<file path="src/hw/suv_pkg.sv">
// Package of constants and types for the supply undervoltage supervisor.
package suv_pkg;
  // Supply indices of the per-supply timer sets.
  localparam int SUP_BAT  = 0;
  localparam int SUP_CORE = 1;
  localparam int SUP_IO   = 2;
  localparam int NSUP     = 3;

  // Register map and status field positions.
  localparam logic [3:0] STAT_OFS    = 4'h0;
  localparam int         STAT_W      = 16;
  localparam int         BIT_BUS_ERR = 4;
  localparam int         BIT_UV_BAT  = 8;
  localparam int         BIT_UV_CORE = 9;
  localparam int         BIT_UV_IO   = 10;
  localparam int         BIT_ERR     = 11;
  localparam logic [15:0] STAT_RST   = 16'h0000;

  // Host mode command encodings on the mode pins.
  localparam logic [1:0] CMD_STBY  = 2'h0;
  localparam logic [1:0] CMD_SLEEP = 2'h1;
  localparam logic [1:0] CMD_RXO   = 2'h2;
  localparam logic [1:0] CMD_NORM  = 2'h3;

  // Times in ns and the derived cycle counts at 100 MHz.
  localparam int CLK_NS       = 10;
  localparam int BAT_BLK_NS   = 10000;
  localparam int CORE_BLK_NS  = 10000;
  localparam int IO_BLK_NS    = 10000;
  localparam int BAT_DET_NS   = 40000;
  localparam int CORE_DET_NS  = 40000;
  localparam int IO_DET_NS    = 40000;
  localparam int BAT_REC_NS   = 20000;
  localparam int CORE_REC_NS  = 20000;
  localparam int IO_REC_NS    = 20000;
  localparam int REACT_NS     = 1000;
  localparam int PWRUP_NS     = 40000;
  localparam int CW           = 12;

  // Least times round up to whole cycles.
  localparam logic [CW-1:0] BLK_CYC [NSUP] = '{
    CW'((BAT_BLK_NS + CLK_NS - 1) / CLK_NS),
    CW'((CORE_BLK_NS + CLK_NS - 1) / CLK_NS),
    CW'((IO_BLK_NS + CLK_NS - 1) / CLK_NS)};
  localparam logic [CW-1:0] DET_CYC [NSUP] = '{
    CW'((BAT_DET_NS + CLK_NS - 1) / CLK_NS),
    CW'((CORE_DET_NS + CLK_NS - 1) / CLK_NS),
    CW'((IO_DET_NS + CLK_NS - 1) / CLK_NS)};
  localparam logic [CW-1:0] REC_CYC [NSUP] = '{
    CW'((BAT_REC_NS + CLK_NS - 1) / CLK_NS),
    CW'((CORE_REC_NS + CLK_NS - 1) / CLK_NS),
    CW'((IO_REC_NS + CLK_NS - 1) / CLK_NS)};
  // Longest times round down.
  localparam logic [CW-1:0] REACT_CYC = CW'(REACT_NS / CLK_NS);
  localparam logic [CW-1:0] PWRUP_CYC = CW'(PWRUP_NS / CLK_NS);

  // Operating modes, one-hot.
  typedef enum logic [5:0] {
    MD_OFF   = 6'h01,
    MD_PROV  = 6'h02,
    MD_STBY  = 6'h04,
    MD_SLEEP = 6'h08,
    MD_NORM  = 6'h10,
    MD_RXO   = 6'h20
  } suv_mode_t;

  // Comparator levels of the three supplies, high when below threshold.
  typedef struct packed {
    logic io;
    logic core;
    logic bat;
  } suv_sup_t;
endpackage : suv_pkg

</file>
<file path="src/hw/suv_supervisor.sv">
// Supply undervoltage supervisor with mode control and status register.
//
// Added by the designer: the placing of the registers and the address-and-strobe port.
`timescale 1ns/1ps
`default_nettype none
// Behaviour
// - A qualified undervoltage event sets its sticky bit and status bit 11.
// - Battery, core and I/O undervoltage bits sit at 8, 9 and 10.
// - Undervoltage bits stay until power-down or a status clear.
// - Undervoltage flags are unlatched, invisible, and steer modes and the host and controller interface activity.
// - Event starts a detect timer; flag sets if undervoltage remains at expiry.
// - Undervoltage ending during detection leaves the flag clear.
// - Recovery timer clears flag on expiry; returning undervoltage restarts it.
// - Cleared flags return the device to the host's last selected mode.
// - Dips no longer than a supply's blanking time are ignored.
// - Battery flag set forces sleep mode.
// - During battery detection with I/O present, host and controller stay active.
// - Core flag blocks host interface and forces standby.
// - Core undervoltage disables transmitter and sets bus error bit 4.
// - After reaction time, I/O undervoltage blocks interfaces and drives outputs low.
// - I/O undervoltage hides the register yet sets bits; flag enters sleep.
// - Both main supplies below power-down give unpowered state, outputs low.
// - Unpowered state clears every register and status.
// - Logic runs once either main supply is up; I/O takes no part.
// - With both main supplies good, standby is reached within power-up time.
// - Incomplete power-up gives provisional standby, ignoring host commands.
// - Provisional standby goes to standby or, on detect expiry, low power.
// - The error bit is shown active low on the error output, except in sleep mode without an I/O block, where the output stays high.
// - While any flag is set, normal and receive-only commands are ignored.
module suv_supervisor (
  // Clock and reset.
  input  wire logic                       clk,
  input  wire logic                       rst_n,
  // Supply comparators, asynchronous.
  input  wire suv_pkg::suv_sup_t          sup_below_uv,
  input  wire logic                       bat_below_pd,
  input  wire logic                       core_below_pd,
  // Host mode pins, asynchronous.
  input  wire logic [1:0]                 mode_cmd,
  // Register port.
  input  wire logic [3:0]                 reg_addr,
  input  wire logic [15:0]                reg_wdata,
  input  wire logic                       reg_wr,
  input  wire logic                       reg_rd,
  output logic [15:0]                     reg_rdata,
  // Device outputs.
  output logic                            error_indicator_output_n,
  output logic                            tx_enable,
  output logic                            rx_enable,
  output logic                            host_if_active,
  output logic                            cc_if_active,
  output logic                            outputs_forced_low,
  output suv_pkg::suv_mode_t              mode_state
);
  localparam int N = suv_pkg::NSUP;

  logic [N-1:0]          uv_m_ff;
  logic [N-1:0]          uv_s_ff;
  logic [1:0]            pd_m_ff;
  logic [1:0]            pd_s_ff;
  logic [1:0]            cmd_m_ff;
  logic [1:0]            cmd_s_ff;
  logic [N-1:0]          uvq_ff;
  logic [N-1:0]          flag_ff;
  logic [N-1:0]          det_run_ff;
  logic [N-1:0]          evt;
  logic [suv_pkg::CW-1:0] blk_cnt_ff [N];
  logic [suv_pkg::CW-1:0] det_cnt_ff [N];
  logic [suv_pkg::CW-1:0] rec_cnt_ff [N];
  logic [15:0]           stat_ff;
  logic [15:0]           nxt_stat;
  logic [suv_pkg::CW-1:0] pu_cnt_ff;
  logic [suv_pkg::CW-1:0] react_cnt_ff;
  logic                  io_block_ff;
  logic [1:0]            host_sel_ff;
  logic                  pwr_lost;
  logic                  stat_clr;
  logic                  host_ok;
  suv_pkg::suv_mode_t    mode_ff;
  suv_pkg::suv_mode_t    nxt_mode;

  // Two-stage synchronisers for the comparator, power-down and mode pin levels.
  always_ff @(posedge clk or negedge rst_n) begin
    if (!rst_n) begin
      uv_m_ff  <= '0;
      uv_s_ff  <= '0;
      pd_m_ff  <= 2'h3;
      pd_s_ff  <= 2'h3;
      cmd_m_ff <= 2'h0;
      cmd_s_ff <= 2'h0;
    end else begin
      uv_m_ff  <= sup_below_uv;
      uv_s_ff  <= uv_m_ff;
      pd_m_ff  <= {core_below_pd, bat_below_pd};
      pd_s_ff  <= pd_m_ff;
      cmd_m_ff <= mode_cmd;
      cmd_s_ff <= cmd_m_ff;
    end
  end

  // Power is lost only when both main supplies are below power-down.
  assign pwr_lost = &pd_s_ff;

  // Per-supply blanking, detection and recovery timers.
  genvar g;
  generate
    for (g = 0; g < N; g++) begin : g_sup
      // Blanking: a dip must outlast the blanking count to qualify.
      always_ff @(posedge clk or negedge rst_n) begin
        if (!rst_n) begin
          blk_cnt_ff[g] <= '0;
          uvq_ff[g]     <= 1'b0;
        end else if (pwr_lost || !uv_s_ff[g]) begin
          blk_cnt_ff[g] <= '0;
          uvq_ff[g]     <= 1'b0;
        end else if (blk_cnt_ff[g] < suv_pkg::BLK_CYC[g]) begin
          blk_cnt_ff[g] <= blk_cnt_ff[g] + 1'b1;
        end else begin
          uvq_ff[g] <= 1'b1;
        end
      end

      assign evt[g] = uv_s_ff[g] && !uvq_ff[g] && !pwr_lost &&
                      blk_cnt_ff[g] == suv_pkg::BLK_CYC[g];

      // Detection timer: started by the event, aborted when the dip ends.
      always_ff @(posedge clk or negedge rst_n) begin
        if (!rst_n) begin
          det_run_ff[g] <= 1'b0;
          det_cnt_ff[g] <= '0;
        end else if (pwr_lost || !uv_s_ff[g]) begin
          det_run_ff[g] <= 1'b0;
          det_cnt_ff[g] <= '0;
        end else if (evt[g]) begin
          det_run_ff[g] <= 1'b1;
          det_cnt_ff[g] <= '0;
        end else if (det_run_ff[g]) begin
          det_cnt_ff[g] <= det_cnt_ff[g] + 1'b1;
          if (det_cnt_ff[g] == suv_pkg::DET_CYC[g] - 1'b1) begin
            det_run_ff[g] <= 1'b0;
          end
        end
      end

      // Flag and recovery timer; the flag is never a status bit.
      always_ff @(posedge clk or negedge rst_n) begin
        if (!rst_n) begin
          flag_ff[g]    <= 1'b0;
          rec_cnt_ff[g] <= '0;
        end else if (pwr_lost) begin
          flag_ff[g]    <= 1'b0;
          rec_cnt_ff[g] <= '0;
        end else if (det_run_ff[g] && uv_s_ff[g] &&
                     det_cnt_ff[g] == suv_pkg::DET_CYC[g] - 1'b1) begin
          flag_ff[g]    <= 1'b1;
          rec_cnt_ff[g] <= '0;
        end else if (flag_ff[g] && uv_s_ff[g]) begin
          rec_cnt_ff[g] <= '0;
        end else if (flag_ff[g]) begin
          rec_cnt_ff[g] <= rec_cnt_ff[g] + 1'b1;
          if (rec_cnt_ff[g] == suv_pkg::REC_CYC[g] - 1'b1) begin
            flag_ff[g] <= 1'b0;
          end
        end
      end
    end
  endgenerate

  // Register clear request; the register is unreachable while I/O is blocked.
  assign stat_clr = reg_wr && reg_addr == suv_pkg::STAT_OFS && !io_block_ff;

  // Status bits: clear first, then events, so a set wins over a clear.
  always_comb begin
    nxt_stat = stat_clr ? suv_pkg::STAT_RST : stat_ff;
    if (evt[suv_pkg::SUP_BAT]) begin
      nxt_stat[suv_pkg::BIT_UV_BAT] = 1'b1;
    end
    if (evt[suv_pkg::SUP_CORE]) begin
      nxt_stat[suv_pkg::BIT_UV_CORE] = 1'b1;
    end
    if (evt[suv_pkg::SUP_IO]) begin
      nxt_stat[suv_pkg::BIT_UV_IO] = 1'b1;
    end
    if (|evt) begin
      nxt_stat[suv_pkg::BIT_ERR] = 1'b1;
    end
    if (uvq_ff[suv_pkg::SUP_CORE]) begin
      nxt_stat[suv_pkg::BIT_BUS_ERR] = 1'b1;
    end
  end

  // Status register, wiped on loss of power.
  always_ff @(posedge clk or negedge rst_n) begin
    if (!rst_n) begin
      stat_ff <= suv_pkg::STAT_RST;
    end else if (pwr_lost) begin
      stat_ff <= suv_pkg::STAT_RST;
    end else begin
      stat_ff <= nxt_stat;
    end
  end

  // Read port: data one cycle after the strobe, zero when blocked or unmapped.
  always_ff @(posedge clk or negedge rst_n) begin
    if (!rst_n) begin
      reg_rdata <= '0;
    end else if (reg_rd && reg_addr == suv_pkg::STAT_OFS && !io_block_ff) begin
      reg_rdata <= stat_ff;
    end else begin
      reg_rdata <= '0;
    end
  end

  // I/O block: set after the reaction time, released when I/O undervoltage has ended and the I/O flag is clear.
  always_ff @(posedge clk or negedge rst_n) begin
    if (!rst_n) begin
      react_cnt_ff <= '0;
      io_block_ff  <= 1'b0;
    end else if (pwr_lost || (!uvq_ff[suv_pkg::SUP_IO] && !flag_ff[suv_pkg::SUP_IO])) begin
      react_cnt_ff <= '0;
      io_block_ff  <= 1'b0;
    end else if (uvq_ff[suv_pkg::SUP_IO] && !io_block_ff) begin
      react_cnt_ff <= react_cnt_ff + 1'b1;
      if (react_cnt_ff == suv_pkg::REACT_CYC - 1'b1) begin
        io_block_ff <= 1'b1;
      end
    end
  end

  // Host commands are taken only when the host interface may act.
  assign host_ok = !io_block_ff && !flag_ff[suv_pkg::SUP_CORE] &&
                   mode_ff != suv_pkg::MD_PROV && mode_ff != suv_pkg::MD_OFF;

  // Last host selection, remembered for return after recovery.
  always_ff @(posedge clk or negedge rst_n) begin
    if (!rst_n) begin
      host_sel_ff <= suv_pkg::CMD_STBY;
    end else if (pwr_lost) begin
      host_sel_ff <= suv_pkg::CMD_STBY;
    end else if (host_ok) begin
      if (cmd_s_ff == suv_pkg::CMD_NORM || cmd_s_ff == suv_pkg::CMD_RXO) begin
        if (!(|flag_ff)) begin
          host_sel_ff <= cmd_s_ff;
        end
      end else begin
        host_sel_ff <= cmd_s_ff;
      end
    end
  end

  // Power-up counter, running only in the unpowered state.
  always_ff @(posedge clk or negedge rst_n) begin
    if (!rst_n) begin
      pu_cnt_ff <= '0;
    end else if (pwr_lost || mode_ff != suv_pkg::MD_OFF) begin
      pu_cnt_ff <= '0;
    end else begin
      pu_cnt_ff <= pu_cnt_ff + 1'b1;
    end
  end

  // Next mode: power loss, then power-up, then flags, then host selection.
  always_comb begin
    nxt_mode = mode_ff;
    if (pwr_lost) begin
      nxt_mode = suv_pkg::MD_OFF;
    end else if (mode_ff == suv_pkg::MD_OFF) begin
      if (pu_cnt_ff == suv_pkg::PWRUP_CYC - 1'b1) begin
        if (uv_s_ff[suv_pkg::SUP_BAT] || uv_s_ff[suv_pkg::SUP_CORE]) begin
          nxt_mode = suv_pkg::MD_PROV;
        end else begin
          nxt_mode = suv_pkg::MD_STBY;
        end
      end
    end else if (flag_ff[suv_pkg::SUP_BAT] || flag_ff[suv_pkg::SUP_IO]) begin
      nxt_mode = suv_pkg::MD_SLEEP;
    end else if (flag_ff[suv_pkg::SUP_CORE]) begin
      nxt_mode = suv_pkg::MD_STBY;
    end else if (mode_ff == suv_pkg::MD_PROV) begin
      if (!uv_s_ff[suv_pkg::SUP_BAT] && !uv_s_ff[suv_pkg::SUP_CORE]) begin
        nxt_mode = suv_pkg::MD_STBY;
      end
    end else begin
      unique case (host_sel_ff)
        suv_pkg::CMD_STBY:  nxt_mode = suv_pkg::MD_STBY;
        suv_pkg::CMD_SLEEP: nxt_mode = suv_pkg::MD_SLEEP;
        suv_pkg::CMD_RXO:   nxt_mode = suv_pkg::MD_RXO;
        suv_pkg::CMD_NORM:  nxt_mode = suv_pkg::MD_NORM;
      endcase
    end
  end

  // Mode register.
  always_ff @(posedge clk or negedge rst_n) begin
    if (!rst_n) begin
      mode_ff <= suv_pkg::MD_OFF;
    end else begin
      mode_ff <= nxt_mode;
    end
  end

  // Registered outputs; unpowered or I/O blocked drives the enables and error output low and outputs_forced_low high.
  always_ff @(posedge clk or negedge rst_n) begin
    if (!rst_n) begin
      error_indicator_output_n <= 1'b0;
      tx_enable                <= 1'b0;
      rx_enable                <= 1'b0;
      host_if_active           <= 1'b0;
      cc_if_active             <= 1'b0;
      outputs_forced_low       <= 1'b1;
      mode_state               <= suv_pkg::MD_OFF;
    end else begin
      mode_state <= nxt_mode;
      if (pwr_lost || nxt_mode == suv_pkg::MD_OFF || io_block_ff) begin
        error_indicator_output_n <= 1'b0;
        tx_enable                <= 1'b0;
        rx_enable                <= 1'b0;
        host_if_active           <= 1'b0;
        cc_if_active             <= 1'b0;
        outputs_forced_low       <= 1'b1;
      end else begin
        // Error shown active low except in sleep, where it stays high.
        error_indicator_output_n <= !(nxt_stat[suv_pkg::BIT_ERR] &&
                                      nxt_mode != suv_pkg::MD_SLEEP);
        tx_enable          <= nxt_mode == suv_pkg::MD_NORM &&
                              !uvq_ff[suv_pkg::SUP_CORE];
        rx_enable          <= nxt_mode == suv_pkg::MD_NORM ||
                              nxt_mode == suv_pkg::MD_RXO;
        host_if_active     <= !flag_ff[suv_pkg::SUP_CORE] &&
                              !flag_ff[suv_pkg::SUP_BAT];
        cc_if_active       <= !flag_ff[suv_pkg::SUP_BAT] &&
                              !flag_ff[suv_pkg::SUP_IO];
        outputs_forced_low <= 1'b0;
      end
    end
  end
endmodule : suv_supervisor
`default_nettype wire

</file>
<file path="config.mk">
export PLATFORM = sky130hd
export DESIGN_NAME = suv_supervisor
export DESIGN_NICKNAME = d
export VERILOG_FILES = /design/src/hw/suv_pkg.sv /design/src/hw/suv_supervisor.sv
export SDC_FILE = /design/constraint.sdc
export NUM_CORES = 1
export LEC_CHECK = 0
export BUFFER_PORTS_ARGS = -buffer_cell sky130_fd_sc_hd__buf_2
export CELL_PAD_IN_SITES_DETAIL_PLACEMENT = 0
export CELL_PAD_IN_SITES_GLOBAL_PLACEMENT = 2
export CORE_MARGIN = 2
export CORE_UTILIZATION = 39
export CTS_CLUSTER_SIZE = 14
export DETAILED_ROUTE_END_ITERATION = 8
export GPL_TIMING_DRIVEN = 0
export HOLD_SLACK_MARGIN = 0.1
export PLACE_DENSITY_LB_ADDON = 0.1
export SLEW_MARGIN = 40
export SYNTH_ARGS = -nofsm -noshare
export SYNTH_HDL_FRONTEND = slang
export SYNTH_SLANG_ARGS = --single-unit
export TNS_END_PERCENT = 100
</file>
<file path="constraint.sdc">
create_clock -name clk -period 2.4 [get_ports clk]
set_input_delay 0.48 -clock clk [delete_from_list [all_inputs] [get_ports clk]]
set_output_delay 0.48 -clock clk [all_outputs]
set_load 0.01 [all_outputs]
</file>
# After elaboration in Yosys (flattened, before gate mapping)
# Cells that the tools add are included.
totals:
  output_inout_bits: 28
  register_bits: 202
  wordCells: 259
classes:
  n_addsub: 11
  mux: 93
  n_reduce_logical: 79
  order_cmp: 3
  eq_ne: 31
ops:
  columns: ["cell", "n"]
  rows:
  - ["two-way mux 12 bit", 30]
  - ["adder 12 x 1 -> 12 bit, second input constant", 11]
  - ["== test 12 bit, second input constant", 4]
  - ["two-way mux 16 bit", 3]
  - ["two-way mux 1 bit", 47]
  - ["two-way mux 6 bit", 7]
  - ["== test 12 x 10 -> 1 bit, second input constant", 3]
  - ["== test 12 x 11 -> 1 bit, second input constant", 3]
  - ["< comparator 12 x 10 -> 1 bit, second input constant", 3]
  - ["logical AND 1 bit", 32]
  - ["one-hot mux 6 bit (4 select lines)", 1]
  - ["nonzero test 3 bit", 7]
  - ["nonzero test 2 bit", 7]
  - ["== test 12 x 7 -> 1 bit, second input constant", 1]
  - ["== test 6 x 1 -> 1 bit, second input constant", 2]
  - ["zero test 1 bit", 12]
  - ["inequality test 3 bit, second input constant", 4]
  - ["nonzero test 4 bit", 3]
  - ["logical OR 1 bit", 11]
  - ["== test 2 bit, second input constant", 4]
  - ["two-way mux 2 bit", 4]
  - ["== test 6 x 2 -> 1 bit, second input constant", 1]
  - ["== test 6 x 5 -> 1 bit, second input constant", 1]
  - ["== test 6 bit, second input constant", 1]
  - ["other kinds (11)", 15]

# Longest topological paths before layout
# Gate-level depths: netlist of the first run.
depth:
  word_depth: 12
  depth_mapped: 7
  ltp_nobuf: 7

# Least setup slack after synthesis of the first run
# No wires, ideal clock.
synth_path:
  path_type: "register to register"
  from: "register mode_state[2] (netlist name)"
  to: "register mode_state[2]"
  setup_time_ns: 0.092
  n_path_buf: 0
  slack_ns: 0.623
  path_stages_with_launch: 5
  arrival_time_ns: 1.685
  synth_period_minus_slack_ns: 1.777
  cell_sequence: "dfrtp_1 nor4_4 nand3_2 or4_1 o31ai_2"
synth_lines:
  columns: ["item", "line_no", "source"]
  rows:
  - ["end signal, assigned", "suv_supervisor.sv:311", "mode_state <= suv_pkg::MD_OFF;"]
  - ["end signal, assigned", "suv_supervisor.sv:313", "mode_state <= nxt_mode;"]
  - ["end, declared", "suv_supervisor.sv:53", "output suv_pkg::suv_mode_t mode_state"]

# Final worst setup path of the first run
layout_path:
  from: "register det_run_ff[0]"
  to: "register rec_cnt_ff[26] (netlist name)"
layout_between:
  elab_chain_cells: 4
layout_rtl:
  columns: ["item", "line_no", "source"]
  rows:
  - ["start, declared", "suv_supervisor.sv:65", "logic [N-1:0] det_run_ff;"]
  - ["start signal, assigned by index", "suv_supervisor.sv:129", "det_run_ff[g] <= 1'b0;"]
  - ["start signal, assigned by index", "suv_supervisor.sv:132", "det_run_ff[g] <= 1'b0;"]
  - ["start signal, assigned by index", "suv_supervisor.sv:135", "det_run_ff[g] <= 1'b1;"]
  - ["logical AND 1 bit (*) (2 in series)", "suv_supervisor.sv:153", "end else if (det_run_ff[g] && uv_s_ff[g] &&"]
  - ["two-way mux 12 bit", "suv_supervisor.sv:153", null]
  - ["two-way mux 12 bit", "suv_supervisor.sv:150", "end else if (pwr_lost) begin"]
  - ["end signal, assigned by index", "suv_supervisor.sv:160", "rec_cnt_ff[g] <= rec_cnt_ff[g] + 1'b1;"]
  - ["end, declared", "suv_supervisor.sv:69", "logic [suv_pkg::CW-1:0] rec_cnt_ff [N];"]
# Every way passes the cells marked *; elsewhere a longest branch is shown, timed or not.
# A chain may end at the register's enable or synchronous reset.

==> run_results.csv, run 1 <==
group,metric,value,unit
run_status,status,"complete, no violations",
finish,nNetsFinal,929,
clock_network,post-cts-setup-buffers,0,
global_route,grt_pass1_vias,5976,
pwr,ir_drop,0.4718,mV
placement,place_ws,276.2,ps
synthesis,yosys_register_bits,181,
drt,ant_nets,0,
worst_setup_path,crit_path_start,"det_run_ff[0]",
die,dieArea,22500,µm²
finish,diodes,0,
pwr,power.leakage,4.176,nW
sta,final-setup-viol-count,0,
worst_setup_path,worstSetupPathType,"reg -> reg",
worst_setup_path,r2r_end,"rec_cnt_ff[26]",
clock_network,root_buffer,"clkbuf_16",
placement,gp_congestion,0.7915,
clock_network,cts.path.max_buffers,2,
synthesis,yosys_warnings,0,
drt,drtIter0Drc,250,
drt,wl_per_cell,14.91,µm
min_path,min_from,"bat_below_pd",
global_route,grt-ovfl-total,0,
pwr,p_per_area,679.0,nW/µm²
finish,drive_above_1_share,0.1249,
placement,dpl.hpwl,12400,µm
die,initial_core_util,0.3966,
global_route,grt_pass1_wl,30150,µm
drt,drtPass1Iterations,4,
sta,finClkSkew,9.770,ps
worst_setup_path,required,2690,ps
drt,wirelength,17470,µm
drt,drc,0,
synthesis,syn-cell-area,8312,µm²
die,coreArea,20960,µm²
die,io_pins,59,
worst_setup_path,crit_path_end_kind,"register",
flow_run,maxCapViolCount,0,
sta,drv_slew,0,
sta,timing.final.ws_setup,285.1,ps
min_path,holdCritPathClass,"in -> reg",
synthesis,syn_area_per_cell,10.15,µm²
min_path,holdPathStages,1,
sta,final_hold_viol_count,0,
synthesis,ys_top_cells_by_count,"175 x dfrtp_1, 158 x nor2_1, 74 x nand2_1, 61 x xor2_1, 44 x xnor2_1",
worst_setup_path,regToRegSetupSlack,290,ps
clock_network,htree_num_levels,4,
global_route,grt_max_degree,60,
clock_network,clk_pin_slew_worst_paths,70,ps
synthesis,synth.most_common_cell,"dfrtp_1",
placement,placed_area,8959,µm²
synthesis,synth_top_area_frac,0.5269,
sta,post-route-min-period,2115,ps
global_route,grt_usage,0.1703,
min_path,min_to,"pd_m_ff[0]",
die,die_w,150.0,µm
synthesis,synth_area_leaders,"dfrtp_1 53%, nor2_1 7.1%, xor2_1 6.4%, xnor2_1 4.6%, nand2_1 3.3%",
synthesis,async_flop_share,1.000,
sta,rsz0062_at_grt,"false",
clock_network,cts_resized,0,
die,die_h,150.0,µm
clock_network,cts_tree,"done",
worst_setup_path,cp-start-kind,"register",
global_route,antenna_found_initial,0,
synthesis,synth_area_leader_cell,"dfrtp_1",
placement,port_buffers,42,
clock_network,clock_sinks,181,
synthesis,synth_edf_count,0,
worst_setup_path,crit_fanout,10,
synthesis,ys.flop_type,"dfrtp_1",
synthesis,seq_area_frac_synth,0.5458,
sta,max_freq,0.4728,GHz
drt,avgViaCountPerCell,5.017,
synthesis,syn_nets,864,
sta,finalCritPeriodShare,0.8812,
sta,slew_headroom,0.4639,
worst_setup_path,cp_data_arrival_time,2410,ps
clock_network,cts_buffers,17,
synthesis,synth_cell_type_count,55,
worst_setup_path,r2r_start,"det_run_ff[0]",
worst_setup_path,r2r_cells,7,
clock_network,clk_latency,430,ps
finish,syn_to_final_growth,14.75,%
sta,fin_setup_tns,0,ps
die,row_count,53,
drt,vias,5880,
finish,design_area,9538,µm²
sta,worst_pin_slew,798.7,ps
synthesis,synthCells,819,
[per-stage QoR]
stage	cells	power, W	util	hold WS [ps]
2_1_floorplan	819	0.003576	-	184.4
3_3_place_gp	1136	0.003820	0.4231	340.5
3_5_place_dp	1139	0.003849	0.4275	337.0
4_1_cts	1172	0.006581	0.4552	134.5
5_1_grt	1172	0.006806	0.4552	119.6
6_report	1172	0.006477	0.4552	153.3
[cells by family after synthesis]
group / synth area share
AOI/OAI and AO/OA: 0.04817
and+or+nand+nor: 0.2312
DFF: 0.5458
other: 0.0004512
muxes: 0.01445
adders and majority gates: 0.02108
buffers and inverters: 0.02815
xor gates and xnor gates: 0.1106
[worst max-delay path by stage]
stage	end	slack, ps	depth (start not counted)
floorplan	mode_state[2]	620	4
detailed placement	rec_cnt_ff[28]	280	7
CTS	rec_cnt_ff[26]	240	7
global route	det_cnt_ff[13]	80	5
finish	rec_cnt_ff[26]	290	7
global placement	blk_cnt_ff[32]	-2020	1
[cell type report]
class,instances,area (µm²)
Inverter,20,75.07
Clock inverter,13,126.4
Sequential cell,181,4537
Fill cell,2019,11420
Timing Repair Buffer,46,312.8
Multi-Input combinational cell,587,3541
Tap cell,275,344.1
Clock buffer,19,442.9
Buffer,31,158.9
[layout by cell type (no fill, tap or decap), types with 17 or more instances in the layout]
| master | n |
|---|---|
| inv_1 | 20 |
| buf_2 | 42 |
| xor2_1 | 61 |
| nor2_1 | 158 |
| nand4_1 | 34 |
| clkbuf_16 | 17 |
| clkbuf_1 | 20 |
| nand3_1 | 40 |
| dfrtp_1 | 175 |
| xnor2_1 | 44 |
| a21oi_1 | 19 |
| nand2_1 | 74 |
| and3_1 | 20 |
[critical path, stage by stage, from the launching register on]
cell,delay (ps)
dfrtp_1,330
clkbuf_1,270
nand3_1,150
nor4_1,430
o21ai_0,140
nand2_1,150
clkbuf_1,390
nor2_1,110
[registers in the layout (all words and copies together) (netlist names), 2 cells and up]
register	flops
blk_cnt_ff	36
det_cnt_ff	36
rec_cnt_ff	36
pu_cnt_ff	12
react_cnt_ff	12
mode_state	6
reg_rdata	6
stat_ff	5
det_run_ff	3
flag_ff	3
uv_m_ff	3
uv_s_ff	3
uvq_ff	3
cmd_m_ff	2
cmd_s_ff	2
host_sel_ff	2
pd_m_ff	2
pd_s_ff	2
[report_power, final]
| part | switching (W) | internal [W] | total, W |
|---|---|---|---|
| Combinational | 0.000336 | 0.000198 | 0.000534 |
| Clock | 0.00122 | 0.00147 | 0.00270 |
| Sequential | 0.0000901 | 0.00316 | 0.00325 |
| Total | 0.00165 | 0.00483 | 0.00648 |
[per-layer routing]
layer | GRT usage | part of all wire | up-vias | wire length (µm)
met5 | 0 | 0 | - | 0
met4 | 0.04245 | 0.0068 | 0 | 119
met3 | 0.04299 | 0.038 | 8 | 667
met2 | 0.2712 | 0.47 | 72 | 8138
met1 | 0.2334 | 0.49 | 2899 | 8544
li1 | - | - | 2901 | -
[timing repair]
action                                  4_1_cts  5_1_grt
hold endpoints to repair                     29        0
hold buffers                                  1        0
endpoints found under the setup margin        0        0
Note: power is estimated with default switching activity, not from simulation.
==> run 2, diff against run 1 <==
--- a/config.mk
+++ b/config.mk
@@ -14,7 +14,7 @@
 export DETAILED_ROUTE_END_ITERATION = 8
 export GPL_TIMING_DRIVEN = 0
 export HOLD_SLACK_MARGIN = 0.1
-export PLACE_DENSITY_LB_ADDON = 0.1
+export PLACE_DENSITY_LB_ADDON = 0.3
 export SLEW_MARGIN = 40
 export SYNTH_ARGS = -nofsm -noshare
 export SYNTH_HDL_FRONTEND = slang
==> run 2 against run 1 <==
Critical path depth fell by 3. Utilization increased by 0.33 points. Via count grew 0.20%. Clock power is 15% higher. Worst hold slack got worse by 3.7 ps. Setup slack got worse by 120 ps. Non-clock buffer count shrank 1. Critical endpoint is now cc_if_active. Largest power group unchanged.
==> run_results.csv, run 2 (same netlist as run 1, synthesis figures left out) <==
group,metric,value,unit
run_status,status,"complete, no violations",
sta,max_freq,0.4484,GHz
drt,wl_per_cell,14.57,µm
min_path,min_from,"core_below_pd",
die,die_w,150.0,µm
worst_setup_path,r2r_cells,4,
sta,rsz0062_at_grt,"false",
worst_setup_path,cp-start-kind,"register",
flow_run,maxCapViolCount,0,
drt,avgViaCountPerCell,5.032,
drt,vias,5892,
clock_network,clk_latency,430,ps
clock_network,cts_buffers,17,
sta,slew_headroom,0.5405,
global_route,grt_use_met1,0.2264,
finish,final_cell_mix,"175 x dfrtp_1, 158 x nor2_1, 74 x nand2_1",
placement,port_buffers,42,
placement,gp_congestion,0.8150,
clock_network,clock_sinks,181,
finish,diodes,0,
die,initial_core_util,0.3966,
worst_setup_path,r2r_end,"cc_if_active",
worst_setup_path,regToRegSetupSlack,170,ps
min_path,holdCritPathClass,"in -> reg",
clock_network,htree_num_levels,4,
drt,drtPass1Iterations,5,
clock_network,cts_tree,"done",
die,dieArea,22500,µm²
worst_setup_path,required,2700,ps
min_path,holdPathStages,1,
pwr,ir_drop,0.4656,mV
pwr,p_clk_frac,0.452,
worst_setup_path,crit_path_end_kind,"register",
pwr,total_power,0.006891,W
finish,top_regs,"blk_cnt_ff (36), det_cnt_ff (36), rec_cnt_ff (36)",
clock_network,post-cts-setup-buffers,0,
min_path,min_to,"pd_m_ff[1]",
sta,finalCritPeriodShare,0.9292,
finish,drive_above_1_share,0.1261,
drt,ant_nets,0,
pwr,internal-power,0.005237,W
clock_network,clk_pin_slew_worst_paths,70,ps
die,die_h,150.0,µm
sta,finClkSkew,10.96,ps
global_route,antenna_found_initial,0,
finish,nNetsFinal,928,
clock_network,cts_resized,0,
global_route,grt_max_degree,74,
die,row_count,53,
clock_network,root_buffer,"clkbuf_16",
finish,final_common_cell,"dfrtp_1",
worst_setup_path,worstSetupPathType,"reg -> reg",
sta,worst_pin_slew,684.7,ps
drt,wirelength,17060,µm
global_route,grt_use_met3,0.03628,
global_route,grt_usage,0.1639,
global_route,grt_busiest_layer,"met2",
drt,drc,0,
sta,fin_hold_ws,149.6,ps
sta,final-setup-viol-count,0,
clock_network,cts_hold_buf,1,
die,coreArea,20960,µm²
pwr,p_per_area,717.2,nW/µm²
pwr,seqPwrFrac,0.471,
die,io_pins,59,
worst_setup_path,cp_data_arrival_time,2530,ps
global_route,grt-ovfl-total,0,
pwr,switchingPower,0.001654,W
worst_setup_path,crit_fanout,10,
sta,final_hold_viol_count,0,
global_route,grt_pass1_vias,5998,
pwr,p_comb_frac,0.078,
pwr,power.leakage,4.206,nW
pwr,p_sw_frac,0.2400,
clock_network,cts.path.max_buffers,2,
sta,drv_slew,0,
global_route,grtUsageMet2,0.2600,
placement,dpl.hpwl,11940,µm
finish,syn_to_final_growth,15.60,%
worst_setup_path,r2r_start,"pd_s_ff[0]",
global_route,grt_pass1_wl,29190,µm
sta,post-route-min-period,2230,ps
drt,drtIter0Drc,297,
[run 2: worst max-delay path: stages, from the launching register on]
cell and delay (ps):
dfstp_2 370, nand2_1 430, clkbuf_1 540, nand3_1 410, nor3_1 360
[run 2: how the worst max path moves through the flow]
stage / slack (ps) / cells after the start / endpoint / start
2_1_floorplan: 620 / 4 / mode_state[2] / mode_state[2]
3_3_place_gp: -2030 / 1 / det_cnt_ff[31] / rst_n
3_5_place_dp: 210 / 5 / det_cnt_ff[15] / pd_s_ff[0]
4_1_cts: 190 / 7 / rec_cnt_ff[28] / det_run_ff[0]
5_1_grt: 40 / 4 / cc_if_active / pd_s_ff[0]
6_report: 170 / 4 / cc_if_active / pd_s_ff[0]
[run 2: power by group through the flow]
stage / Combinational [W] / Sequential, W / Clock, W
after floorplan: 0.000273 / 0.00330 / 0
after global placement: 0.000520 / 0.00330 / 0
after detailed placement: 0.000542 / 0.00330 / 0
after CTS: 0.000544 / 0.00324 / 0.00320
after global routing: 0.000609 / 0.00326 / 0.00332
final: 0.000535 / 0.00324 / 0.00311
[run 2: metal layers]
| layer | vias up | wire [µm] |
|---|---|---|
| li1 | 2891 | - |
| met1 | 2893 | 8270 |
| met2 | 94 | 7928 |
| met3 | 14 | 677 |
| met4 | 0 | 187 |
| met5 | - | 0 |
[run 2: final cells by class]
type,count,area (µm²)
buffer,31,158.9
clock buffer,18,439.2
clock inverter,14,221.5
fill,1997,11350
inverter,20,75.07
multi-input combinational,587,3547
sequential,181,4537
tap,275,344.1
timing repair buffer,45,285.3
[run 2: through the flow]
stage	TNS, ps	utilization	setup slack [ps]	cells	area [µm²]
finish	0	0.4585	169.9	1171	9608
global route	0	0.4585	37.75	1171	9608
CTS	0	0.4582	193.9	1171	9602
detailed placement	0	0.4262	212.4	1138	8931
global placement	-357560	0.4231	-2026	1136	8866
floorplan	0	-	623.0	819	8312
==> run 3, diff against run 2 <==
==> constraint.sdc (replaced) <==
create_clock -name clk -period 2.4 [get_ports clk]
set_input_delay 0 -clock clk [delete_from_list [all_inputs] [get_ports clk]]
set_output_delay 0 -clock clk [all_outputs]
set_load 0.01 [all_outputs]
==> run 3 against run 2 <==
Routed wire length rose by 0.30%. Cell count rose by 0.85%. Maximum frequency rose by 0.53%. Total power rose by 0.31%. Largest power group unchanged. Worst hold slack got worse by 34 ps. Sequential share of layout area fell by 0.54 points. Clock power barely moved. Sequential cell count did not move. Utilization rose by 0.53 points. Setup slack improved by 12 ps.
==> run_results.csv, run 3 (same netlist as run 1, synthesis figures left out) <==
group,metric,value,unit
finish,diodes,0,
finish,top_regs,"blk_cnt_ff (36), det_cnt_ff (36), rec_cnt_ff (36)",
die,initial_core_util,0.3966,
clock_network,root_buffer,"clkbuf_16",
drt,wirelength,17120,µm
sta,finClkSkew,10.98,ps
run_status,status,"complete, no violations",
drt,avgViaCountPerCell,5.017,
global_route,grt-ovfl-total,0,
drt,drtPass1Iterations,4,
sta,finalCritPeriodShare,0.9242,
die,dieArea,22500,µm²
min_path,holdCritPathClass,"in -> reg",
drt,ant_nets,0,
finish,drive_above_1_share,0.1258,
global_route,grt_pass1_vias,6010,
clock_network,cts_tree,"done",
clock_network,clk_latency,430,ps
global_route,antenna_found_initial,0,
pwr,p_per_area,711.3,nW/µm²
finish,fin_cells,1181,
die,row_count,53,
sta,fin_setup_tns,0,ps
placement,dpl.hpwl,11940,µm
drt,drc,0,
pwr,ir_drop,0.4692,mV
clock_network,clk_pin_slew_worst_paths,70,ps
worst_setup_path,cp_data_arrival_time,2530,ps
finish,nNetsFinal,938,
pwr,power.leakage,4.253,nW
placement,gp_congestion,0.8150,
die,coreArea,20960,µm²
clock_network,htree_num_levels,4,
worst_setup_path,required,2710,ps
sta,worst_pin_slew,690.7,ps
die,die_h,150.0,µm
clock_network,clock_sinks,181,
flow_run,maxCapViolCount,0,
placement,port_buffers,42,
finish,final_cell_mix,"175 x dfrtp_1, 158 x nor2_1, 74 x nand2_1",
finish,design_area,9718,µm²
worst_setup_path,path_cells,"nand2_1 -> clkbuf_1 -> nand3_1 -> nor3_1",
placement,dp_cells,1138,
global_route,grt_usage,0.1641,
worst_setup_path,path_delay_family,"simple AND/OR/NAND/NOR gates",
sta,final_hold_viol_count,0,
clock_network,cts_buffers,17,
worst_setup_path,cp_slowest_cell,"clkbuf_1",
sta,drv_slew,0,
clock_network,post-cts-setup-buffers,0,
sta,final-setup-viol-count,0,
sta,rsz0062_at_grt,"false",
die,die_w,150.0,µm
drt,drtIter0Drc,297,
sta,post-route-min-period,2218,ps
global_route,grt_max_degree,74,
pwr,total_power,0.006912,W
worst_setup_path,crit_buf_inv,1,
sta,max_freq,0.4508,GHz
drt,wl_per_cell,14.49,µm
worst_setup_path,cp-start-kind,"register",
placement,placed_area,8931,µm²
finish,final_common_cell,"dfrtp_1",
global_route,grt_pass1_wl,29240,µm
sta,slew_headroom,0.5364,
die,io_pins,59,
finish,syn_to_final_growth,16.92,%
worst_setup_path,crit_path_end_kind,"register",
worst_setup_path,worstSetupPathType,"reg -> reg",
clock_network,cts.path.max_buffers,2,
worst_setup_path,crit_fanout,10,
worst_setup_path,cpPeakStageDelay,550,ps
drt,vias,5925,
run 3: path summary, 6_finish.rpt:
check / start / end / slack, ps / cells after the start
min reg2reg: uv_m_ff[2] / uv_s_ff[2] / 350 / 0
max: pd_s_ff[0] / cc_if_active / 180 / 4
max reg2reg: pd_s_ff[0] / cc_if_active / 180 / 4
min in group asynchronous: rst_n / pu_cnt_ff[3] / 150 / 3
max in group asynchronous: rst_n / pd_m_ff[0] / 1860 / 3
min: reg_addr[2] / reg_rdata[8] / 120 / 4
run 3: cell type report:
type / count / area (µm²)
Clock inverter: 14 / 221.5
Tap cell: 275 / 344.1
Inverter: 20 / 75.07
Clock buffer: 18 / 439.2
Sequential cell: 181 / 4537
Fill cell: 1995 / 11240
Buffer: 31 / 158.9
Timing Repair Buffer: 55 / 395.4
Multi-Input combinational cell: 587 / 3547
run 3: per-stage QoR:
step	hold slack (ps)	worst slack, ps	utilization
after floorplan	-295.6	623.0	-
after global placement	105.2	-1546	0.4231
after detailed placement	-86.67	212.4	0.4262
after CTS	108.2	193.9	0.4635
after global routing	142.2	37.75	0.4638
final	115.6	181.8	0.4638
run 3: worst min-delay path, cell delays in order:
cell and delay [ps]:
buf_2 70, or4_1 150, nor3b_1 110, and2_1 170
run 3: per-layer routing:
layer  vias up  global-route usage  part of all wire
met4         0             0.04670             0.011
met1      2900              0.2288              0.49
met3        15             0.03537             0.041
li1       2912                   -                 -
met5         -                   0                 0
met2        98              0.2587              0.46
run 3: power breakdown:
group	switching, W	internal (W)	leakage [nW]
Sequential	0.0000867	0.00316	2.46
Clock	0.00123	0.00189	0.314
Combinational	0.000343	0.000206	1.48
Total	0.00166	0.00525	4.25
run 3: timing repair:
item,in CTS,in global routing
resized for setup,0,0
endpoints found under the setup margin,0,0
hold buffers,11,0
hold endpoints to repair,185,0
